## src/inc/umc_pkg.sv

```systemverilog
// Constants for the modem-control and line-status block of a UART.
// Assumes a register port with one-cycle strobes and read data a cycle later.
package umc_pkg;
  localparam logic [2:0] ADDR_MODEM_CONTROL = 3'h4;
  localparam logic [2:0] ADDR_LINE_STATUS = 3'h5;
  localparam logic [2:0] ADDR_MODEM_STATUS = 3'h6;
  localparam logic [7:0] MODEM_CONTROL_RST = 8'h00;
  localparam logic [7:0] LINE_STATUS_RST = 8'h60;
  localparam int BIT_READY = 0;
  localparam int BIT_REQUEST = 1;
  localparam int BIT_USER_OUTPUT_ONE_CTRL = 2;
  localparam int BIT_USER_OUTPUT_TWO_CTRL = 3;
  localparam int BIT_LOOP = 4;
  localparam int LS_DR = 0;
  localparam int LS_OE = 1;
  localparam int LS_PE = 2;
  localparam int LS_FE = 3;
  localparam int LS_BI = 4;
  localparam int LS_TX_HOLDING_EMPTY = 5;
  localparam int LS_TX_ALL_EMPTY = 6;
  localparam int LS_RX_FIFO_ERROR_FLAG = 7;
endpackage

```

## src/verilog/umc_modem_line.sv

```systemverilog
// Modem-control register, loopback routing and line-status flags.
// Assumes the receiver and transmitter report events as one-cycle pulses
// and give the FIFO head's error bits; FIFO storage lives elsewhere.
// Also assumes one clock, a synchronous active-low reset and
// register strobes that are one cycle long and never overlap.
`timescale 1ns/1ps
`default_nettype none
module umc_modem_line #(
  parameter int FIFO_DEPTH = 16
) (
  // Clock and reset
  input wire logic clk,
  input wire logic rst_n,
  // Register port
  input wire logic [2:0] reg_addr,
  input wire logic [7:0] reg_wdata,
  input wire logic reg_wr,
  input wire logic reg_rd,
  output logic [7:0] reg_rdata,
  // Receive buffer read by software (clears the head seen marker)
  input wire logic rx_data_read,
  // Modem pins
  output logic terminal_ready_pin_low,
  output logic request_send_pin_low,
  output logic user_output_one_pin_low,
  output logic user_output_two_pin_low,
  input wire logic clear_send_pin_low,
  input wire logic set_ready_pin_low,
  input wire logic ring_pin_low,
  input wire logic carrier_detect_pin_low,
  // Serial pins and shift paths
  input wire logic serial_in_pin,
  output logic serial_out_pin,
  input wire logic tx_shift_out,
  output logic rx_shift_in,
  output logic [3:0] modem_status_level,
  // Receiver events
  input wire logic rx_char_done,
  input wire logic rx_fifo_full,
  input wire logic rx_break_seen,
  output logic rx_store,
  output logic rx_resync_start,
  input wire logic rx_frame_bad,
  // FIFO head and error count
  input wire logic rx_fifo_empty,
  input wire logic rx_head_pe,
  input wire logic rx_head_fe,
  input wire logic rx_head_bi,
  input wire logic rx_err_in,
  input wire logic rx_err_out,
  // Transmitter state
  input wire logic tx_fifo_empty,
  input wire logic tx_shift_empty,
  // Loop mode for other blocks
  output logic loop_mode
);

  // Width of the errored-character count, with one spare state
  localparam int CW = $clog2(FIFO_DEPTH + 2);

  // Control register and its next value; bits 7 to 5 are never kept
  logic [4:0] mcr_r;
  logic [4:0] mcr_nxt;

  // Read data register and its next value
  logic [7:0] rdata_r;
  logic [7:0] rdata_nxt;

  // Sticky receive flags and their next values
  logic oe_r;
  logic oe_nxt;
  logic pe_r;
  logic pe_nxt;
  logic fe_r;
  logic fe_nxt;
  logic bi_r;
  logic bi_nxt;

  // Errored characters now held in the receive FIFO
  logic [CW-1:0] err_cnt_r;
  logic [CW-1:0] err_cnt_nxt;

  // Head character already looked at
  logic head_seen_r;
  logic head_seen_nxt;

  // Address and strobe decode
  logic sel_mcr;
  logic sel_lsr;
  logic wr_mcr;
  logic rd_lsr;

  // Loop mode and control bits in pin order
  logic loop;
  logic [3:0] ctl_bits;
  logic [3:0] pin_low_w;

  // Modem status levels from the pins and from the loop
  logic [3:0] pin_status;
  logic [3:0] loop_status;

  // Receive events and head character flags
  logic overrun;
  logic unused_break;
  logic head_new;
  logic head_pe;
  logic head_fe;
  logic head_bi;

  // Error count steps
  logic err_up;
  logic err_down;

  // Line status bits not held in flops
  logic ls_dr;
  logic ls_tx_holding_empty;
  logic ls_tx_all_empty;
  logic ls_rx_fifo_error_flag;
  logic [7:0] line_status;

  // Read views and read selection
  logic [7:0] mcr_view;
  logic [7:0] msr_view;
  logic [7:0] rd_mux;

  // Address decode; control and line status registers each have one select
  assign sel_mcr = (reg_addr == umc_pkg::ADDR_MODEM_CONTROL);
  assign sel_lsr = (reg_addr == umc_pkg::ADDR_LINE_STATUS);

  // Strobes qualified by address
  assign wr_mcr = reg_wr && sel_mcr;
  assign rd_lsr = reg_rd && sel_lsr; // Read clears sticky flags

  // Loop bit, also handed to the transmitter and receiver
  // Other blocks must not keep their own copy, or loop could split
  assign loop = mcr_r[umc_pkg::BIT_LOOP];
  assign loop_mode = loop;
  assign ctl_bits = mcr_r[3:0];

  // Each pin inverts its bit; loop parks all four high
  // One loop so all four pins share one form
  generate
    for (genvar g = 0; g < 4; g++) begin : gen_pin
      assign pin_low_w[g] = loop | ~ctl_bits[g];
    end
  endgenerate

  // Pins leave as separate ports
  assign terminal_ready_pin_low = pin_low_w[umc_pkg::BIT_READY];
  assign request_send_pin_low = pin_low_w[umc_pkg::BIT_REQUEST];
  assign user_output_one_pin_low = pin_low_w[umc_pkg::BIT_USER_OUTPUT_ONE_CTRL];
  assign user_output_two_pin_low = pin_low_w[umc_pkg::BIT_USER_OUTPUT_TWO_CTRL];

  // Serial output parks high in loop, so the line looks idle outside
  assign serial_out_pin = loop | tx_shift_out;
  // The receiver hears the transmitter, not the pin, in loop
  assign rx_shift_in = loop ? tx_shift_out : serial_in_pin;

  // Modem inputs as true levels: dcd, ri, dsr, cts
  assign pin_status = {
    ~carrier_detect_pin_low,
    ~ring_pin_low,
    ~set_ready_pin_low,
    ~clear_send_pin_low
  };
  // Loop image of the controls: user_output_two_ctrl, user_output_one_ctrl, request, ready
  assign loop_status = ctl_bits;
  // Pins dropped in loop so no stray change reaches the status logic
  // Change detection downstream keeps working on the looped levels
  assign modem_status_level = loop ? loop_status : pin_status;

  // A finished character is kept only while the FIFO has room
  // The dropped character never disturbs what the FIFO holds
  assign overrun = rx_char_done && rx_fifo_full;
  assign rx_store = rx_char_done && !rx_fifo_full;
  // Framing error restarts the receiver on the stop position
  assign rx_resync_start = rx_frame_bad;
  // Break reaches us as one zero character on rx_char_done already
  assign unused_break = rx_break_seen;

  // A head character is new until it has been looked at once
  assign head_new = !rx_fifo_empty && !head_seen_r;
  // Its error bits count only on that first look
  assign head_pe = head_new & rx_head_pe;
  assign head_fe = head_new & rx_head_fe;
  assign head_bi = head_new & rx_head_bi;
  // Seen until software takes the character or the FIFO drains
  always_comb begin
    head_seen_nxt = 1'b0;
    if (!rx_fifo_empty && !rx_data_read) begin
      head_seen_nxt = 1'b1;
    end
  end

  // Entry and exit in one cycle leave the count alone
  // Count holds at all ones rather than wrap to zero
  assign err_up = rx_err_in && !rx_err_out && (err_cnt_r != '1);
  // Never step below zero on a stray exit pulse
  assign err_down = !rx_err_in && rx_err_out && (err_cnt_r != '0);

  // Next error count
  always_comb begin
    err_cnt_nxt = err_cnt_r;
    if (err_up) begin
      err_cnt_nxt = err_cnt_r + CW'(1);
    end else if (err_down) begin
      err_cnt_nxt = err_cnt_r - CW'(1);
    end
  end

  // Sticky flags: the event is OR-ed in, so it wins over a clear

  // Overrun: set on a dropped character, line status read clears
  assign oe_nxt = overrun | (oe_r & ~rd_lsr);

  // Parity: set when the head shows it, line status read clears
  assign pe_nxt = head_pe | (pe_r & ~rd_lsr);

  // Framing: set when the head shows it, line status read clears
  assign fe_nxt = head_fe | (fe_r & ~rd_lsr);

  // Break: set when the zero character reaches the head
  assign bi_nxt = head_bi | (bi_r & ~rd_lsr);

  // Reserved control bits are dropped on write
  always_comb begin
    mcr_nxt = mcr_r;
    if (wr_mcr) begin
      mcr_nxt = reg_wdata[4:0];
    end
  end

  // Control register
  // Reset leaves the pins high and loop off
  always_ff @(posedge clk) begin
    if (!rst_n) begin
      mcr_r <= umc_pkg::MODEM_CONTROL_RST[4:0];
    end else begin
      mcr_r <= mcr_nxt;
    end
  end

  // Overrun flag
  // Reset value taken from the line status reset word
  always_ff @(posedge clk) begin
    if (!rst_n) begin
      oe_r <= umc_pkg::LINE_STATUS_RST[umc_pkg::LS_OE];
    end else begin
      oe_r <= oe_nxt;
    end
  end

  // Parity flag
  // Reset value taken from the line status reset word
  always_ff @(posedge clk) begin
    if (!rst_n) begin
      pe_r <= umc_pkg::LINE_STATUS_RST[umc_pkg::LS_PE];
    end else begin
      pe_r <= pe_nxt;
    end
  end

  // Framing flag
  // Reset value taken from the line status reset word
  always_ff @(posedge clk) begin
    if (!rst_n) begin
      fe_r <= umc_pkg::LINE_STATUS_RST[umc_pkg::LS_FE];
    end else begin
      fe_r <= fe_nxt;
    end
  end

  // Break flag
  // Reset value taken from the line status reset word
  always_ff @(posedge clk) begin
    if (!rst_n) begin
      bi_r <= umc_pkg::LINE_STATUS_RST[umc_pkg::LS_BI];
    end else begin
      bi_r <= bi_nxt;
    end
  end

  // Head seen marker
  // Cleared at reset so a head present then is still looked at
  always_ff @(posedge clk) begin
    if (!rst_n) begin
      head_seen_r <= 1'b0;
    end else begin
      head_seen_r <= head_seen_nxt;
    end
  end

  // Errored character count
  // Must track the FIFO exactly, or the error summary sticks
  always_ff @(posedge clk) begin
    if (!rst_n) begin
      err_cnt_r <= '0;
    end else begin
      err_cnt_r <= err_cnt_nxt;
    end
  end

  // Read data register
  // Zero between reads so stale data never looks valid
  always_ff @(posedge clk) begin
    if (!rst_n) begin
      rdata_r <= 8'h00;
    end else begin
      rdata_r <= rdata_nxt;
    end
  end

  // Line status bits computed from levels
  assign ls_dr = ~rx_fifo_empty;
  assign ls_tx_holding_empty = tx_fifo_empty;
  assign ls_tx_all_empty = tx_fifo_empty & tx_shift_empty;
  assign ls_rx_fifo_error_flag = (err_cnt_r != '0);

  // Assembled in register order, bit 7 down to bit 0
  // Empty bits follow the transmitter live, not latched
  assign line_status = {
    ls_rx_fifo_error_flag,
    ls_tx_all_empty,
    ls_tx_holding_empty,
    bi_r,
    fe_r,
    pe_r,
    oe_r,
    ls_dr
  };

  // Reserved control bits read as zero
  assign mcr_view = {
    3'h0,
    mcr_r
  };
  // Change flags live in another block and read as zero here
  assign msr_view = {
    modem_status_level,
    4'h0
  };

  // Read selection; unmapped addresses read as zero
  // Reads have no side effect here except the line status clear
  always_comb begin
    rd_mux = 8'h00;
    case (reg_addr)
      umc_pkg::ADDR_MODEM_CONTROL: begin
        rd_mux = mcr_view;
      end
      umc_pkg::ADDR_LINE_STATUS: begin
        rd_mux = line_status;
      end
      umc_pkg::ADDR_MODEM_STATUS: begin
        rd_mux = msr_view;
      end
      default: begin
        rd_mux = 8'h00;
      end
    endcase
  end

  // Data stand only in the cycle after the strobe, zero otherwise
  always_comb begin
    rdata_nxt = 8'h00;
    if (reg_rd) begin
      rdata_nxt = rd_mux;
    end
  end

  // Read data leave straight from the flop
  assign reg_rdata = rdata_r;

endmodule
`default_nettype wire

```

## config.mk

```make
export PLATFORM = sky130hd
export DESIGN_NAME = umc_modem_line
export DESIGN_NICKNAME = d
export VERILOG_FILES = /design/src/inc/umc_pkg.sv /design/src/verilog/umc_modem_line.sv
export SDC_FILE = /design/constraint.sdc
export NUM_CORES = 1
export LEC_CHECK = 0
export BUFFER_PORTS_ARGS = -buffer_cell sky130_fd_sc_hd__buf_4
export CAP_MARGIN = 20
export CELL_PAD_IN_SITES_DETAIL_PLACEMENT = 1
export CELL_PAD_IN_SITES_GLOBAL_PLACEMENT = 1
export CORE_MARGIN = 2
export CORE_UTILIZATION = 35
export CTS_BUF_LIST = sky130_fd_sc_hd__clkbuf_4
export CTS_CLUSTER_SIZE = 16
export DETAILED_ROUTE_END_ITERATION = 8
export GPL_TIMING_DRIVEN = 0
export PLACE_DENSITY_LB_ADDON = 0.1
export SLEW_MARGIN = 20
export SYNTH_ARGS = -nofsm -noshare
export SYNTH_HDL_FRONTEND = slang
export SYNTH_SLANG_ARGS = --single-unit
```

## constraint.sdc

```tcl
create_clock -name clk -period 2.8 [get_ports clk]
set_input_delay 0.56 -clock clk [delete_from_list [all_inputs] [get_ports clk]]
set_output_delay 0.56 -clock clk [all_outputs]
set_load 0.005 [all_outputs]
```

==> results of run 1 <==
cells by family after synthesis:
| logic type | count (synthesis) | synth area share |
|---|---|---|
| multiplexers | 12 | 0.0986 |
| AND/OR/NAND/NOR | 57 | 0.264 |
| adder cells (fa/ha/maj) | 4 | 0.0463 |
| AO/OA/AOI/OAI | 27 | 0.159 |
| buffers and inverters | 13 | 0.0553 |
| flip-flops | 23 | 0.370 |
| XOR/XNOR | 1 | 0.00704 |
per-layer routing:
metal,vias up,GRT usage,part of all wire
li1,582,-,-
met1,545,0.183,0.40
met2,22,0.329,0.56
met3,2,0.0250,0.033
met4,0,0.0571,0.0085
met5,-,0,0
metrics by stage:
step | instances | util
floorplan | 137 | -
global placement | 230 | 0.492
detailed placement | 230 | 0.492
CTS | 234 | 0.500
global route | 234 | 0.500
finish | 234 | 0.500
layout make-up:
cell class / count / area (um2)
flip-flops and latches: 23 / 460
clock buffers: 3 / 22.5
inverters: 6 / 22.5
multi-input cells: 101 / 714
fillers: 432 / 1680
clock inverters: 1 / 5.00
repair buffers: 47 / 353
plain buffers: 7 / 46.3
well taps: 46 / 57.6
report_power, final:
group,switching (uW),internal [uW]
Combinational,103,115
Clock,95.7,53.2
Sequential,31.4,351
Total,230,519
Yosys cell counts (3+ instances only):
library cell  number
mux2i_1           10
o21ai_0            3
nor2_1            12
inv_1              6
dfxtp_1           23
nand2b_1           8
ha_1               3
a21oi_1            8
a22oi_1            5
nand2_1            8
nor2b_1           11
registers in the layout, summed over array words and instances, names as in the netlist:
signal and cells:
fe_r 1, reg_rdata 8, bi_r 1, mcr_r 5, err_cnt_r 5, head_seen_r 1
pe_r 1, oe_r 1
path summary, 6_finish.rpt:
path	startpoint	end	slack, ns	cells after the start
min	rx_data_read	head_seen_r	0.40	2
max reg2reg	err_cnt_r[1]	err_cnt_r[4]	0.39	8
max	err_cnt_r[1]	err_cnt_r[4]	0.39	8
min reg2reg	bi_r	reg_rdata[4]	0.52	2
==> metrics.md, run 1 <==
| Metric | Value |
|---|---|
| Status | finished, final reports clean |
| Clock Path Buffers | 2 |
| Worst Tran Pin Value | 0.560 ns |
| Slowest cell on crit path | a311oi_4 |
| Fin area | 1680 um2 |
| Endpoint type of the worst setup path | flop |
| Critical path cell sequence | and3_4 > a311oi_4 > inv_1 > ha_1 > a21oi_1 > a21boi_0 > mux2i_1 > o311ai_1 |
| Layout Skew | 0.00254 ns |
| H-tree Lvls | 1 |
| Vias in the first global route | 1230 |
| Pin count of the biggest net entering global routing | 14 |
| Synth Register Bits | 23 |
| Largest area contributor in the netlist | dfxtp_1 |
| Clock Root Buffer | clkbuf_4 |
| Core area | 3360 um2 |
| Placed cell areas | 1650 um2 |
| Detailed router's first-iteration violation count | 34 |
| FFs w/ async S/R, synth | 0 |
| Final Cycle Share | 0.860 |
| CP max FO | 7 |
| Worst Setup Slack, final | 0.391 ns |
| Area growth from synthesis to layout | 35.2% |
| PortBufs | 47 |
| Post-synth EDFFs | 0 |
| Setup Viol. Count Final | 0 |
| RSZ-0062 raised after global routing | no |
| Post-synth cell types | 45 |
| RD Place Congestion | 0.802 |
| Ant diodes | 0 |
| HP Class | primary input to flop |
| Post-DRT Antenna Nets | 0 |
| Post-DP HPWL | 2700 um |
| Worst slew margin | 0.627 |
| Worst VDD drop | 261 uV |
| Hold WS | 0.401 ns |
| Final hold vios | 0 |
| Most frequent cells in the layout | buf_4, dfxtp_1, nor2_1 |
| Crit path DAT | 2.60 ns |
| Grt total ovfl | 0 |
| DRC Markers | 0 |
| Die Ht | 63.6 um |
| Site Rows | 21 |
| Synth Instances | 137 |
| Share of cells above drive strength 1 | 0.340 |
| First-pass GRT wire length | 5510 um |
| Max Fclk | 0.415 GHz |
| Pins over their slew limit | 0 |
| Prevailing post-synth register cell | dfxtp_1 |
| Worst stage delay on the critical path | 0.45 ns |
| Die area | 4050 um2 |
| P_leak | 0.000712 uW |
| Post-Route WL | 3190 um |
| DRT Pass-1 Iters | 4 |
| Initial Utilization | 0.370 |
| Post-CTS Setup Inserts | 0 |
| Die Width | 63.6 um |
| Syn avg cell area | 9.08 um2 |
| Total track usage | 0.169 |
| Total CTS buffers | 3 |
| IO Pins | 55 |
| Sequential area share after synthesis | 0.370 |
| Startpoint types | flop |
| TritonCTS clock tree | yes |
| Crit Path Class | flop to flop |
| Max Cap Violations | 0 |
| Critical path buffers and inverters | 1 |
| WL per Instance | 13.6 um |
| Post-synth top area share | 0.370 |
| Power per Cell Area | 446 nW/um2 |
| Via count | 1151 |
| Top delay family on crit path | compound AO/OA/AOI/OAI gates |
| Syn nets | 175 |
| Setup slack at placement | 0.309 ns |
| Critical path data required time | 2.99 ns |
| Worst-Skew Late Latency | 0.30 ns |
| Top cells by area, synth | dfxtp_1, mux2i_1, nor2b_1 |
| Setup TNS | 0 ns |
| Hold_buf cts | 0 |
| Pwr Total | 749 uW |
| Nets | 227 |
| Most common cell after layout, fill and taps aside | buf_4 |
| Clock sinks | 23 |
| Post-cts resize count | 0 |
| CTS clk-pin slew, worst paths | 0.12 ns |
| Post-Syn Area | 1240 um2 |
| Synth warnings | 0 |
| Tmin final | 2.41 ns |
| Vias/cell | 4.92 |
| Initial antenna violation count | 0 |
No activity file was read; power rests on OpenSTA's default activity.
==> run 2: changes to the inputs <==
--- a/config.mk
+++ b/config.mk
@@ -11,7 +11,7 @@
 export CELL_PAD_IN_SITES_GLOBAL_PLACEMENT = 1
 export CORE_MARGIN = 2
 export CORE_UTILIZATION = 35
-export CTS_BUF_LIST = sky130_fd_sc_hd__clkbuf_4
+export CTS_BUF_LIST = sky130_fd_sc_hd__clkbuf_2
 export CTS_CLUSTER_SIZE = 16
 export DETAILED_ROUTE_END_ITERATION = 8
 export GPL_TIMING_DRIVEN = 0
==> constraint.sdc (replaced) <==
create_clock -name clk -period 2.7 [get_ports clk]
set_input_delay 0.54 -clock clk [delete_from_list [all_inputs] [get_ports clk]]
set_output_delay 0.54 -clock clk [all_outputs]
set_load 0.005 [all_outputs]
==> metrics.md, run 2 (synthesized netlist as in run 1, its figures left out) <==
| Metric | Value |
|---|---|
| Clock sinks | 23 |
| Final Cycle Share | 0.893 |
| Nets | 227 |
| Site Rows | 21 |
| Setup TNS | 0 ns |
| H-tree Lvls | 1 |
| Die Width | 63.6 um |
| PortBufs | 47 |
| Post-DP HPWL | 2700 um |
| Clock Path Buffers | 2 |
| Hold Startpoint | rx_data_read |
| Post-Route WL | 3170 um |
| Startpoint types | flop |
| Ant diodes | 0 |
| Initial Utilization | 0.370 |
| Hold WS | 0.347 ns |
| Pins over their slew limit | 0 |
| DRC Markers | 0 |
| Crit path DAT | 2.64 ns |
| Die area | 4050 um2 |
| RSZ-0062 raised after global routing | no |
| Final hold vios | 0 |
| Power share of the combinational group | 0.300 |
| Clock Root Buffer | clkbuf_2 |
| WL per Instance | 13.5 um |
| Crit Path Class | flop to flop |
| Worst slew margin | 0.626 |
| Detailed router's first-iteration violation count | 34 |
| Share of cells above drive strength 1 | 0.340 |
| Clock power share | 0.175 |
| Non-filler instance count after layout | 234 |
| Worst stage delay on the critical path | 0.45 ns |
| Via count | 1157 |
| Placed cell count | 230 |
| Pin count of the biggest net entering global routing | 14 |
| HP Class | primary input to flop |
| Util after Layout | 0.498 |
| Total CTS buffers | 3 |
| Core area | 3360 um2 |
| Max Cap Violations | 0 |
| Max Fclk | 0.415 GHz |
| IO Pins | 55 |
| Hold_buf cts | 0 |
| Vias in the first global route | 1238 |
| Worst-Skew Late Latency | 0.32 ns |
| RD Place Congestion | 0.802 |
| Max FFs per register | 8 |
| DRT Pass-1 Iters | 4 |
| Die Ht | 63.6 um |
| Worst setup startpoint | err_cnt_r[1] |
| P_leak | 0.000711 uW |
| Fin area | 1670 um2 |
| Setup Viol. Count Final | 0 |
| Area growth from synthesis to layout | 34.6% |
| Placed cell areas | 1650 um2 |
| Endpoint type of the worst setup path | flop |
| Power per Cell Area | 451 nW/um2 |
| Slowest cell on crit path | a311oi_4 |
| Initial antenna violation count | 0 |
| Tmin final | 2.41 ns |
| Critical path data required time | 2.93 ns |
| Most common cell after layout, fill and taps aside | buf_4 |
| Layout Skew | 0.00391 ns |
| Sw frac | 0.315 |
| Internal power | 518 uW |
| Worst VDD drop | 291 uV |
| Worst Tran Pin Value | 0.561 ns |
| Most frequent cells in the layout | buf_4, dfxtp_1, nor2_1 |
| Reg2Reg Setup Slack | 0.29 ns |
| Flop pwr share | 0.525 |
| P_sw | 238 uW |
| Post-CTS Setup Inserts | 0 |
| Critical path cell sequence | and3_4 > a311oi_4 > inv_1 > ha_1 > a21oi_1 > a21boi_0 > mux2i_1 > o311ai_1 |
| Grt total ovfl | 0 |
| Post-cts resize count | 0 |
| Total track usage | 0.168 |
| CP max FO | 7 |
| Status | finished, final reports clean |
| Reg-to-Reg Start | err_cnt_r[1] |
| TritonCTS clock tree | yes |
| CTS clk-pin slew, worst paths | 0.21 ns |
| Post-DRT Antenna Nets | 0 |
| First-pass GRT wire length | 5510 um |
| Vias/cell | 4.94 |
run 2: cell types whose count changed in the layout (fill, tap and decap cells not counted):
| cell | previous run | this run |
|---|---|---|
| clkbuf_2 | 0 | 3 |
| clkbuf_4 | 3 | 0 |
run 2: metrics by stage:
stage / total power [uW] / setup WS, ns
floorplan: 543 / 0.568
detailed placement: 633 / 0.229
global placement: 616 / 0.319
global route: 817 / 0.0344
finish: 756 / 0.288
CTS: 769 / 0.277
run 2: final cells by class:
type	count	area, um2
Tap cell	46	57.6
Clock inverter	1	5.00
Sequential cell	23	460
Multi-Input combinational cell	101	714
Timing Repair Buffer	47	353
Inverter	6	22.5
Fill cell	433	1690
Clock buffer	3	15.0
Buffer	7	46.3
run 2: routing by layer:
layer,vias up,track usage,share of wire
met5,-,0,0
met4,0,0.0489,0.012
met3,4,0.0250,0.035
met2,24,0.333,0.55
met1,543,0.181,0.40
li1,586,-,-
run 2: path summary, 6_finish.rpt:
path | cells past startpoint | endpoint
hold reg to reg | 2 | reg_rdata[4]
hold / removal | 2 | head_seen_r
setup / recovery | 8 | err_cnt_r[4]
setup reg to reg | 8 | err_cnt_r[4]
run 2: power groups by stage:
stage | combinational, uW | clock [uW] | sequential (uW)
detailed placement | 229 | 0 | 405
floorplan | 148 | 0 | 395
global route | 257 | 158 | 401
global placement | 214 | 0 | 402
CTS | 230 | 141 | 398
finish | 226 | 132 | 397
run 2: critical path, delay by kind of cell (launching register included):
kind	cells	cell delay, ns
adder cells (fa/ha/maj)	1	0.35
AO/OA/AOI/OAI	4	0.99
multiplexers	1	0.15
AND/OR/NAND/NOR	1	0.22
flip-flops	1	0.42
buffers and inverters	1	0.18
